### src/inc/ssw_consts.vh
`ifndef SSW_CONSTS_VH
`define SSW_CONSTS_VH

// --------------------------------------
// clock and timing
// --------------------------------------
`define SSW_CLK_KHZ 100000
`define SSW_RED_PERIOD_MS 1000
`define SSW_GREEN_PERIOD_MS 2000
`define SSW_GAP_MS 2000
`define SSW_TONE_PERIOD_US 500
`define SSW_RED_HALF_CYC (`SSW_CLK_KHZ * `SSW_RED_PERIOD_MS / 2)
`define SSW_GREEN_HALF_CYC (`SSW_CLK_KHZ * `SSW_GREEN_PERIOD_MS / 2)
`define SSW_GAP_CYC (`SSW_CLK_KHZ * `SSW_GAP_MS)
`define SSW_TONE_HALF_CYC (`SSW_CLK_KHZ * `SSW_TONE_PERIOD_US / 2000)
`define SSW_BEEP_GROUPS 3'h5

// --------------------------------------
// power state codes
// --------------------------------------
`define SSW_PS_S0 3'h0
`define SSW_PS_S1 3'h1
`define SSW_PS_S3 3'h3
`define SSW_PS_S4 3'h4
`define SSW_PS_S5 3'h5

// --------------------------------------
// fault codes (value equals flash count)
// --------------------------------------
`define SSW_FLT_NONE 4'h0
`define SSW_FLT_MIN 4'h2
`define SSW_FLT_MAX 4'ha
`define SSW_FLT_NOBEEP 4'ha

// --------------------------------------
// wake source bit positions
// --------------------------------------
`define SSW_WK_PWRBTN 0
`define SSW_WK_RTC 1
`define SSW_WK_LAN 2
`define SSW_WK_PME 3
`define SSW_WK_RING 4
`define SSW_WK_USB 5
`define SSW_WK_KBD 6
`define SSW_WK_MOUSE 7
`define SSW_WK_WIDTH 8
`define SSW_WK_SOFTOFF_MASK 8'h1f

// --------------------------------------
// fan levels and temperature thresholds
// --------------------------------------
`define SSW_FAN_OFF 2'h0
`define SSW_FAN_LOW 2'h1
`define SSW_FAN_MED 2'h2
`define SSW_FAN_HIGH 2'h3
`define SSW_TEMP_MED 8'h3c
`define SSW_TEMP_HIGH 8'h4b
`define SSW_TEMP_HYST 8'h03

`endif

### src/rtl/ssw_sync.v
`timescale 1ns/1ps
`include "ssw_consts.vh"

module ssw_sync #(
    parameter WIDTH = 1
) (
    input wire ref_clk,                 // system clock
    input wire reset,                   // synchronous, active high
    input wire [WIDTH-1:0] async_in,    // pin level from outside the domain
    output wire [WIDTH-1:0] sync_out    // qualified level
);

    // ------------------------------------------------------------------------
    // three-stage synchroniser per bit
    // ------------------------------------------------------------------------
    genvar i;
    generate
        for (i = 0; i < WIDTH; i = i + 1)
        begin : g_bit
            reg meta_ff;
            reg stage2_ff;
            reg stage3_ff;
            reg out_ff;
            // the first stage feeds only the second; a change is accepted once
            // stages two and three agree, which also drops one-cycle glitches
            always @(posedge ref_clk)
            begin
                if (reset)
                begin
                    meta_ff <= 1'b0;
                    stage2_ff <= 1'b0;
                    stage3_ff <= 1'b0;
                    out_ff <= 1'b0;
                end
                else
                begin
                    meta_ff <= async_in[i];
                    stage2_ff <= meta_ff;
                    stage3_ff <= stage2_ff;
                    if (stage2_ff == stage3_ff)
                        out_ff <= stage3_ff;
                end
            end
            assign sync_out[i] = out_ff;
        end
    endgenerate

endmodule // ssw_sync

### src/rtl/ssw_fan.v
`timescale 1ns/1ps
`include "ssw_consts.vh"

module ssw_fan #(
    parameter [7:0] TEMP_MED = `SSW_TEMP_MED,
    parameter [7:0] TEMP_HIGH = `SSW_TEMP_HIGH,
    parameter [7:0] TEMP_HYST = `SSW_TEMP_HYST
) (
    input wire ref_clk,            // system clock
    input wire reset,              // synchronous, active high
    input wire sleeping,           // system in a sleep state
    input wire proc_hot,           // processor hot, synchronised
    input wire psu_hot,            // power supply hot, synchronised
    input wire [7:0] cpu_temp,     // sensed processor temperature
    output wire [1:0] fan_level    // commanded fan speed
);

    reg [1:0] fan_level_ff;
    reg [1:0] up_level;
    reg [1:0] down_level;
    reg [1:0] nxt_fan_level;

    // ------------------------------------------------------------------------
    // speed selection
    // ------------------------------------------------------------------------
    // up and down thresholds differ by the hysteresis so the fan does not
    // hunt between two speeds when the temperature sits on a threshold
    always @*
    begin
        up_level = (cpu_temp >= TEMP_HIGH) ? `SSW_FAN_HIGH :
                   (cpu_temp >= TEMP_MED) ? `SSW_FAN_MED : `SSW_FAN_LOW;
        down_level = (cpu_temp >= TEMP_HIGH - TEMP_HYST) ? `SSW_FAN_HIGH :
                     (cpu_temp >= TEMP_MED - TEMP_HYST) ? `SSW_FAN_MED : `SSW_FAN_LOW;
        nxt_fan_level = fan_level_ff;
        if (up_level > fan_level_ff)
            nxt_fan_level = up_level;
        else if (down_level < fan_level_ff)
            nxt_fan_level = down_level;
        if (proc_hot)
            nxt_fan_level = `SSW_FAN_HIGH;
        if (sleeping && !proc_hot && !psu_hot)
            nxt_fan_level = `SSW_FAN_OFF;
    end

    always @(posedge ref_clk)
    begin
        if (reset)
            fan_level_ff <= `SSW_FAN_LOW;
        else
            fan_level_ff <= nxt_fan_level;
    end

    assign fan_level = fan_level_ff;

endmodule // ssw_fan

### src/rtl/ssw_top.v
`timescale 1ns/1ps
`include "ssw_consts.vh"

// Overview of operation
// - steady green in S0, dark in S4/S5
// - green blinks at 0.5 Hz in S1/S3
// - fault: red flashes code count at 1 Hz
// - two and a half second dark gap, then group repeats
// - beeps match flashes, none for code ten
// - beeps for five groups, then only flashing
// - wake sources qualified by suspend or soft-off
// - low fan normally, faster when processor hot
// - fans stop asleep, restart when overheating
// - slowest fan speed that keeps temperature proper
module ssw_top #(
    parameter [31:0] RED_HALF_CYC = `SSW_RED_HALF_CYC,
    parameter [31:0] GREEN_HALF_CYC = `SSW_GREEN_HALF_CYC,
    parameter [31:0] GAP_CYC = `SSW_GAP_CYC,
    parameter [31:0] TONE_HALF_CYC = `SSW_TONE_HALF_CYC,
    parameter [7:0] TEMP_MED = `SSW_TEMP_MED,
    parameter [7:0] TEMP_HIGH = `SSW_TEMP_HIGH,
    parameter [7:0] TEMP_HYST = `SSW_TEMP_HYST
) (
    input wire ref_clk,                         // 100 MHz system clock
    input wire reset,                           // synchronous, active high
    input wire [2:0] power_state,               // current sleep state code
    input wire [3:0] fault_code,                // active fault, 0 when none
    input wire [`SSW_WK_WIDTH-1:0] wake_src,    // wake source pins
    input wire proc_hot_in,                     // processor hot pin
    input wire psu_hot_in,                      // power supply hot pin
    input wire [7:0] cpu_temp,                  // sensed processor temperature
    output wire led_green,                      // power led green element
    output wire led_red,                        // power led red element
    output wire speaker,                        // chassis speaker drive
    output wire wake_req,                       // wake the system
    output wire [1:0] fan_level                 // fan speed command
);

    // ------------------------------------------------------------------------
    // declarations
    // ------------------------------------------------------------------------
    localparam [1:0] ST_STATUS = 2'h0;
    localparam [1:0] ST_RED_ON = 2'h1;
    localparam [1:0] ST_RED_OFF = 2'h2;
    localparam [1:0] ST_GAP = 2'h3;

    wire [`SSW_WK_WIDTH+1:0] pins_sync;
    wire [`SSW_WK_WIDTH-1:0] wake_sync;
    wire proc_hot;
    wire psu_hot;

    reg [1:0] state_ff;
    reg [1:0] nxt_state;
    reg [31:0] timer_ff;
    reg [31:0] nxt_timer;
    reg [3:0] flash_ff;
    reg [3:0] nxt_flash;
    reg [3:0] code_ff;
    reg [3:0] nxt_code;
    reg [2:0] groups_ff;
    reg [2:0] nxt_groups;

    reg [31:0] green_timer_ff;
    reg green_phase_ff;
    reg [31:0] tone_timer_ff;
    reg tone_ff;

    reg led_green_ff;
    reg led_red_ff;
    reg speaker_ff;
    reg wake_req_ff;

    wire fault_now;
    wire blinking;
    wire green_lit;
    wire beep_active;
    wire suspended;
    wire soft_off;

    // ------------------------------------------------------------------------
    // decoding helpers
    // ------------------------------------------------------------------------
    // a code outside 2..10 is treated as no fault so the led never shows a
    // count that means nothing
    function is_fault;
        input [3:0] code;
        begin
            is_fault = (code >= `SSW_FLT_MIN) && (code <= `SSW_FLT_MAX);
        end
    endfunction

    function is_blink_state;
        input [2:0] ps;
        begin
            is_blink_state = (ps == `SSW_PS_S1) || (ps == `SSW_PS_S3);
        end
    endfunction

    assign fault_now = is_fault(fault_code);
    assign blinking = is_blink_state(power_state);

    // ------------------------------------------------------------------------
    // pin synchronisers
    // ------------------------------------------------------------------------
    ssw_sync #(
        .WIDTH(`SSW_WK_WIDTH + 2)
    ) u_sync (
        .ref_clk(ref_clk),
        .reset(reset),
        .async_in({psu_hot_in, proc_hot_in, wake_src}),
        .sync_out(pins_sync)
    );

    assign wake_sync = pins_sync[`SSW_WK_WIDTH-1:0];
    assign proc_hot = pins_sync[`SSW_WK_WIDTH];
    assign psu_hot = pins_sync[`SSW_WK_WIDTH+1];

    // ------------------------------------------------------------------------
    // fault flash sequencer
    // ------------------------------------------------------------------------
    // the code is latched at the start of each group so a change to another code in 2..10 mid-group
    // never produces a truncated or mixed count; it takes effect after the gap
    always @*
    begin
        nxt_state = state_ff;
        nxt_timer = timer_ff;
        nxt_flash = flash_ff;
        nxt_code = code_ff;
        nxt_groups = groups_ff;
        case (state_ff)
            ST_STATUS:
            begin
                nxt_timer = 32'h0;
                nxt_flash = 4'h0;
                if (fault_now)
                begin
                    nxt_state = ST_RED_ON;
                    nxt_code = fault_code;
                    nxt_groups = 3'h0;
                end
            end
            ST_RED_ON:
            begin
                nxt_timer = timer_ff + 32'h1;
                if (!fault_now)
                    nxt_state = ST_STATUS;
                else if (timer_ff >= RED_HALF_CYC - 32'h1)
                begin
                    nxt_state = ST_RED_OFF;
                    nxt_timer = 32'h0;
                    nxt_flash = flash_ff + 4'h1;
                end
            end
            ST_RED_OFF:
            begin
                nxt_timer = timer_ff + 32'h1;
                if (!fault_now)
                    nxt_state = ST_STATUS;
                else if (timer_ff >= RED_HALF_CYC - 32'h1)
                begin
                    nxt_timer = 32'h0;
                    if (flash_ff >= code_ff)
                    begin
                        nxt_state = ST_GAP;
                        if (groups_ff < `SSW_BEEP_GROUPS)
                            nxt_groups = groups_ff + 3'h1;
                    end
                    else
                        nxt_state = ST_RED_ON;
                end
            end
            ST_GAP:
            begin
                nxt_timer = timer_ff + 32'h1;
                if (!fault_now)
                    nxt_state = ST_STATUS;
                else if (timer_ff >= GAP_CYC - 32'h1)
                begin
                    nxt_state = ST_RED_ON;
                    nxt_timer = 32'h0;
                    nxt_flash = 4'h0;
                    if (fault_code != code_ff)
                    begin
                        nxt_code = fault_code;
                        nxt_groups = 3'h0;
                    end
                end
            end
            default:
            begin
                nxt_state = ST_STATUS;
                nxt_timer = 32'h0;
                nxt_flash = 4'h0;
            end
        endcase
    end

    always @(posedge ref_clk)
    begin
        if (reset)
        begin
            state_ff <= ST_STATUS;
            timer_ff <= 32'h0;
            flash_ff <= 4'h0;
            code_ff <= `SSW_FLT_NONE;
            groups_ff <= 3'h0;
        end
        else
        begin
            state_ff <= nxt_state;
            timer_ff <= nxt_timer;
            flash_ff <= nxt_flash;
            code_ff <= nxt_code;
            groups_ff <= nxt_groups;
        end
    end

    // ------------------------------------------------------------------------
    // green blink timer
    // ------------------------------------------------------------------------
    // held in reset outside S1/S3 so every blink sequence starts lit
    always @(posedge ref_clk)
    begin
        if (reset || !blinking)
        begin
            green_timer_ff <= 32'h0;
            green_phase_ff <= 1'b0;
        end
        else if (green_timer_ff >= GREEN_HALF_CYC - 32'h1)
        begin
            green_timer_ff <= 32'h0;
            green_phase_ff <= ~green_phase_ff;
        end
        else
            green_timer_ff <= green_timer_ff + 32'h1;
    end

    assign green_lit = (power_state == `SSW_PS_S0) ||
                       (blinking && !green_phase_ff);

    // ------------------------------------------------------------------------
    // speaker tone
    // ------------------------------------------------------------------------
    // beeps ride on the red on-time, so the count matches the flashes except for code ten and after five groups
    assign beep_active = (state_ff == ST_RED_ON) &&
                         (code_ff != `SSW_FLT_NOBEEP) &&
                         (groups_ff < `SSW_BEEP_GROUPS);

    always @(posedge ref_clk)
    begin
        if (reset || !beep_active)
        begin
            tone_timer_ff <= 32'h0;
            tone_ff <= 1'b0;
        end
        else if (tone_timer_ff >= TONE_HALF_CYC - 32'h1)
        begin
            tone_timer_ff <= 32'h0;
            tone_ff <= ~tone_ff;
        end
        else
            tone_timer_ff <= tone_timer_ff + 32'h1;
    end

    // ------------------------------------------------------------------------
    // wake qualification
    // ------------------------------------------------------------------------
    // usb, keyboard and mouse are masked out in soft-off since their
    // controllers are unpowered there and would only give false wakes
    assign suspended = (power_state == `SSW_PS_S1) ||
                       (power_state == `SSW_PS_S3) ||
                       (power_state == `SSW_PS_S4);
    assign soft_off = (power_state == `SSW_PS_S5);

    // ------------------------------------------------------------------------
    // output registers
    // ------------------------------------------------------------------------
    // red takes the led over whenever a fault runs, green is forced off
    always @(posedge ref_clk)
    begin
        if (reset)
        begin
            led_green_ff <= 1'b0;
            led_red_ff <= 1'b0;
            speaker_ff <= 1'b0;
            wake_req_ff <= 1'b0;
        end
        else
        begin
            led_red_ff <= (state_ff == ST_RED_ON);
            led_green_ff <= (state_ff == ST_STATUS) && green_lit;
            speaker_ff <= beep_active && tone_ff;
            wake_req_ff <= (suspended && (|wake_sync)) ||
                           (soft_off && (|(wake_sync & `SSW_WK_SOFTOFF_MASK)));
        end
    end

    assign led_green = led_green_ff;
    assign led_red = led_red_ff;
    assign speaker = speaker_ff;
    assign wake_req = wake_req_ff;

    // ------------------------------------------------------------------------
    // fan control
    // ------------------------------------------------------------------------
    ssw_fan #(
        .TEMP_MED(TEMP_MED),
        .TEMP_HIGH(TEMP_HIGH),
        .TEMP_HYST(TEMP_HYST)
    ) u_fan (
        .ref_clk(ref_clk),
        .reset(reset),
        .sleeping(suspended),
        .proc_hot(proc_hot),
        .psu_hot(psu_hot),
        .cpu_temp(cpu_temp),
        .fan_level(fan_level)
    );

endmodule // ssw_top

### config.mk
export PLATFORM = sky130hd
export DESIGN_NAME = ssw_top
export DESIGN_NICKNAME = d
export VERILOG_FILES = /design/src/rtl/ssw_sync.v /design/src/rtl/ssw_fan.v /design/src/rtl/ssw_top.v
export VERILOG_INCLUDE_DIRS = /design/src /design/src/inc
export SDC_FILE = /design/constraint.sdc
export NUM_CORES = 1
export LEC_CHECK = 0
export BUFFER_PORTS_ARGS = -buffer_cell sky130_fd_sc_hd__buf_2
export CORE_AREA = 2 2 146 119
export DETAILED_ROUTE_END_ITERATION = 10
export DIE_AREA = 0 0 148 121
export GPL_ROUTABILITY_DRIVEN = 0
export PLACE_DENSITY = 0.63
export SLEW_MARGIN = 5
export SYNTH_ARGS = -nofsm -noshare
export SYNTH_HDL_FRONTEND = slang
export SYNTH_SLANG_ARGS = --single-unit
### constraint.sdc
create_clock -name ref_clk -period 3.4 [get_ports ref_clk]
set_input_delay 0.34 -clock ref_clk [delete_from_list [all_inputs] [get_ports ref_clk]]
set_output_delay 0.34 -clock ref_clk [all_outputs]
set_load 0.03 [all_outputs]
Word level (Yosys, flattened, before mapping)
Cells that the tools add are included.
{ "classes": {"n_eq_ne": 32, "n_mux": 41, "n_reduce_logical": 38, "order_cmp": 14, "n_bitwise": 2, "n_addsub": 5} }
{ "op_table": {"columns": ["operator", "n"], "rows": [
  ["32-bit 2-to-1 mux", 4],
  ["32-bit by 1-bit adder with 32-bit output, second input constant", 3],
  ["32-bit case mux with 3 select lines", 1],
  ["32-bit by 15-bit >= comparator with 1-bit output, second input constant", 1],
  ["32-bit by 26-bit >= comparator with 1-bit output, second input constant", 1],
  ["32-bit by 27-bit >= comparator with 1-bit output, second input constant", 1],
  ["32-bit by 28-bit >= comparator with 1-bit output, second input constant", 1],
  ["4-bit 2-to-1 mux", 8],
  ["2-bit 2-to-1 mux", 15],
  ["3-bit 2-to-1 mux", 8],
  ["2-bit inequality test, second input constant", 10],
  ["8-bit by 6-bit >= comparator with 1-bit output, second input constant", 2],
  ["8-bit by 7-bit >= comparator with 1-bit output, second input constant", 2],
  ["4-bit case mux with 3 select lines", 1],
  ["1-bit equality test", 10],
  ["1-bit logical AND", 10],
  ["5-bit AND reduction", 2],
  ["3-bit inequality test, second input constant", 3],
  ["3-bit case mux with 3 select lines", 1],
  ["9-bit AND reduction", 1],
  ["3-bit nonzero test", 3],
  ["2-bit case mux with 4 select lines", 1],
  ["4-bit case mux with 2 select lines", 1],
  ["2-bit OR reduction", 4],
  ["26 further kinds", 38]
]} }
{ "totals": {"input_bits": 27, "wordCells": 187, "output_inout_bits": 6, "register_bits": 157} }

Logic depth before layout (Yosys ltp)
{ "logic_depth": {"depth_word": 8, "depth_mapped": 10, "mapped_depth_nobuf": 10} }

Cells and area by module
From an unflattened synthesis, not the netlist that was laid out.
{ "unflattened": {"cells_unflattened": 720, "area_unflattened_um2": 6583.8} }
{ "modules_own_cells": {"columns": ["module", "area_each_um2", "seq_area_each_um2", "n_inst", "cells_each"], "rows": [
  ["ssw_top", 5077.4, 2302.2, 1, 571],
  ["ssw_sync", 1221.2, 800.8, 1, 114],
  ["ssw_fan", 285.3, 40.0, 1, 35]
]} }

Worst setup path before layout
OpenSTA, ideal clock, no wires.
{ "synth_path": {"path_type": "input-to-reg", "from": "input cpu_temp[1]", "to": "register u_fan.fan_level_ff[1] (netlist: u_fan.fan_level[1])", "t_required_ps": 3286, "arrival_ps": 2230, "path_buffers": 0, "setup_slack_ps": 1055, "stages": 10, "setup_ps": 114, "cell_sequence": "a21o_1 a211o_1 a211oi_1 ha_1 inv_1 a21oi_1 a21oi_1 a2111oi_2 nor3_1 a2111oi_0"} }
{ "synth_between": {"elab_chain_len": 6, "elab_cells_between_ends": 14, "classes_between": "order compare: 6; mux: 7; reduce/logical: 1"} }
{ "synth_lines": {"columns": ["element", "line_no", "rtl"], "rows": [
  ["start: declaration", "ssw_top.v:31", "input wire [7:0] cpu_temp,"],
  ["8-bit by 6-bit >= comparator with 1-bit output, on equally long branches", "ssw_fan.v:31, ssw_fan.v:33", null],
  ["2-bit 2-to-1 mux (no line) (2 in a row)", null, null],
  ["2-bit greater-than comparator or 2-bit 2-to-1 mux (tied branches)", "ssw_fan.v:35, ssw_fan.v:37", null],
  ["2-bit 2-to-1 mux", "ssw_fan.v:35", "if (up_level > fan_level_ff)"],
  ["2-bit 2-to-1 mux", "ssw_fan.v:39", "if (proc_hot)"],
  ["end signal: assignment", "ssw_fan.v:48", "fan_level_ff <= `SSW_FAN_LOW;"],
  ["end signal: assignment", "ssw_fan.v:50", "fan_level_ff <= nxt_fan_level;"],
  ["end: declaration", "ssw_fan.v:18", "reg [1:0] fan_level_ff;"]
]} }
Several ways; a longest one is shown, not always the timed one. The select of a mux whose other input is x is not followed.
A chain may end at the register's enable or synchronous reset.

Final worst setup path
{ "layout_path": {"from": "register timer_ff[0]", "to": "register code_ff[2]"} }
{ "layout_between": {"elab_chain_len": 3} }
{ "layout_lines": {"columns": ["element", "line_no", "rtl"], "rows": [
  ["start: declaration", "ssw_top.v:54", "reg [31:0] timer_ff;"],
  ["start signal: assignment", "ssw_top.v:211", "timer_ff <= nxt_timer;"],
  ["32-bit by 28-bit >= comparator with 1-bit output", "ssw_top.v:177", "else if (timer_ff >= GAP_CYC - 32'h1)"],
  ["2-bit inequality test (no line)", null, null],
  ["5-bit AND reduction (no line)", null, null],
  ["end signal: assignment", "ssw_top.v:205", "code_ff <= `SSW_FLT_NONE;"],
  ["end signal: assignment", "ssw_top.v:213", "code_ff <= nxt_code;"],
  ["end: declaration", "ssw_top.v:58", "reg [3:0] code_ff;"]
]} }
No other way between the ends.

==> metrics.cfg <==
[die]
die-area_sq_um=17900
rows=42
core_sq_um=16400
die_x_um=148
initial_core_util_pct=39.5
fp.dieH_um=121
ios=33

[worst_hold_path]
holdPathStages=2
holdPathEnd=u_sync.g_bit[9].meta_ff
min_path_type=input pin to flop
hp-start=psu_hot_in

[worst_setup_path]
path_buf_inv=0
critPathLaunchType=flop
r2r-start=timer_ff[0]
criticalPathCategory=flop to flop
rrSetupSlack_ns=0.94
slowest_stage=a211oi_1
worst_ep_required_time_ns=3.70
end_kind=flop
crit_chain=ha_1 -> nand4_1 -> nor2_1 -> o211ai_2 -> a211oi_1 -> mux2i_1 -> nor2_1
r2r_cells=7
path_delay_family=compound AO/OA/AOI/OAI gates
crit_path_frequent_cell=nor2_1
cpPeakStageDelay_ns=0.77
crit_fanout=4
r2r-end=code_ff[2]
cp.arrival_ns=2.76

[global_routing]
overflow=0
grt_pass1_vias=4209
antenna_found_initial=0
grt_start_max_net_pins=46
grt.total_usage_pct=13.1
grt_pass1_wl_mm=19.3

[layout]
stdcell_count=993
nNetsFinal=804
layout_commonest_cell=dfxtp_1
fill_cells=1529
multi_input_area_sq_um=3280
final-seq-area_sq_um=3140
areaGrowthSynthToFinish_pct=16.8
n_antenna_cell=0
final_cell_mix=157 x dfxtp_1, 105 x nor2_1, 56 x nand2_1
final_area_sq_um=7560
final_core_util_pct=46.1
drive_gt1_share_pct=11.0

[logic_synthesis]
syn_area_sq_um=6470
netlist_instances=700
yosysTopAreaCell=dfxtp_1
synth_top_area_share_pct=48.6
synth_seq_cells=157
ys_seq_area_share_pct=48.6
synth_edf_count=0
synth_ff_type=dfxtp_1
ys_types=62
async_flop_share_pct=0
syn_avg_cell_area_sq_um=9.24
synthTopCellsByArea=dfxtp_1 49%, nor2_1 6.1%, xor2_1 5.4%
ys.warnings.count=0

[sta]
setup_viol=0
fin_ws_ns=0.935
hold_violations=0
setup_tns_ns=0
finalCritPeriodShare_pct=72.5
rsz0062_at_grt=false
slew_headroom_pct=41.8
finalClockSkew_ns=0.00699
slew_violations=0
worst_slew_pin_slew_ns=0.867
post-route-min-period_ns=2.46
fmax_mhz=406

[drt]
vias_per_cell=4.76
wl_per_cell_um=11.2
drt-total-wl_mm=11.1
vias=4729
drc=0
drtIter0Drc=364
drt_first_pass_iters=5
ant_nets=0

[placement]
dp_slack_ns=0.788
portBuffers=32
dp.cells=961
place_hpwl_mm=7.62
place_area_sq_um=6940

[power]
p_switching_uw=1150
pwr-share-clk_pct=44.8
p_leak_uw=0.00281
combPwrFrac_pct=10.5
swShare_pct=26.3
vdd_drop_max_uv=438
internal_power_uw=3220
p_per_area_nw_per_um2=577
p_seq_share_pct=44.7

[clock_network]
tritoncts=built
h-tree-depth=4
hold_buffers=0
ctsLongestPathBuffers=2
path_clk_slew_ns=0.07
cts_sinks=157
postCtsSetupBuffers=0
root_buffer=clkbuf_16
cts-buffers-inserted=17
ctsResizeCount=0
worstSkewPairLatency_ns=0.42

[status]
status=completed

[job]
maxCapViolCount=0

[flip-flops by register name, summed over array words and instances, names as in the netlist]
signal / cells
speaker: 1
state_ff: 2
tone_timer_ff: 32
u_sync.g_bit.out_ff: 10
u_sync.g_bit.stage3_ff: 10
green_timer_ff: 32
code_ff: 4
u_sync.g_bit.meta_ff: 10
timer_ff: 32
green_phase_ff: 1
wake_req: 1
tone_ff: 1
u_fan.fan_level: 2
led_green: 1
u_sync.g_bit.stage2_ff: 10
groups_ff: 3
led_red: 1
flash_ff: 4
[worst max path at each step]
stage,end,startpoint,cells after the start,slack (ns)
2_1_floorplan,u_fan.fan_level[1],cpu_temp[1],10,1.06
3_3_place_gp,u_fan.fan_level[1],cpu_temp[1],11,0.79
3_5_place_dp,u_fan.fan_level[1],cpu_temp[1],11,0.79
4_1_cts,code_ff[2],timer_ff[0],7,0.95
5_1_grt,code_ff[1],timer_ff[0],7,0.70
6_report,code_ff[2],timer_ff[0],7,0.94
[layer usage]
metal	GRT usage, %	vias up	routed length, um
li1	-	2514	-
met3	4.10	12	345
met5	0	-	0
met4	4.40	0	130
met2	18.5	53	4510
met1	18.9	2150	6090
[per-stage QoR]
step                power (uW)  hold WS, ns
floorplan                 2330        0.414
global route              4570        0.106
finish                    4360        0.122
detailed placement        2450        0.420
CTS                       4410        0.103
global placement          2440        0.416
[power groups by stage]
stage	registers, uW	clock network (uW)	logic, uW
final	1950	1950	456
after global routing	1960	2090	515
after CTS	1950	2010	457
after detailed placement	1990	0	454
after global placement	1990	0	454
after floorplan	2000	0	331
[area by class of cell]
type / count / area share, %
well taps: 220 / 3.64
clock buffers: 17 / 5.63
clock inverters: 15 / 2.55
repair buffers: 35 / 2.42
inverters: 17 / 0.844
multi-input cells: 532 / 43.3
flip-flops and latches: 157 / 41.6
[logic make-up after synthesis]
| logic type | share of synthesized area, % |
|---|---|
| AND/OR/NAND/NOR | 25.0 |
| flip-flops | 48.6 |
| AO/OA/AOI/OAI | 9.55 |
| XOR/XNOR | 10.0 |
| buffers and inverters | 2.09 |
| adder cells (fa/ha/maj) | 3.29 |
| multiplexers | 1.41 |
| other | 0.0580 |
[cell usage after synthesis, drive strengths merged, types with 12 or more instances]
master	instances
a21oi	23
and3	17
dfxtp	157
ha	17
inv	17
nand2	56
nand3	35
nand4	14
nor2	105
nor2b	34
nor3	12
o21ai	21
xnor2	34
xor2	40
Note: power is estimated with default switching activity, not from simulation.
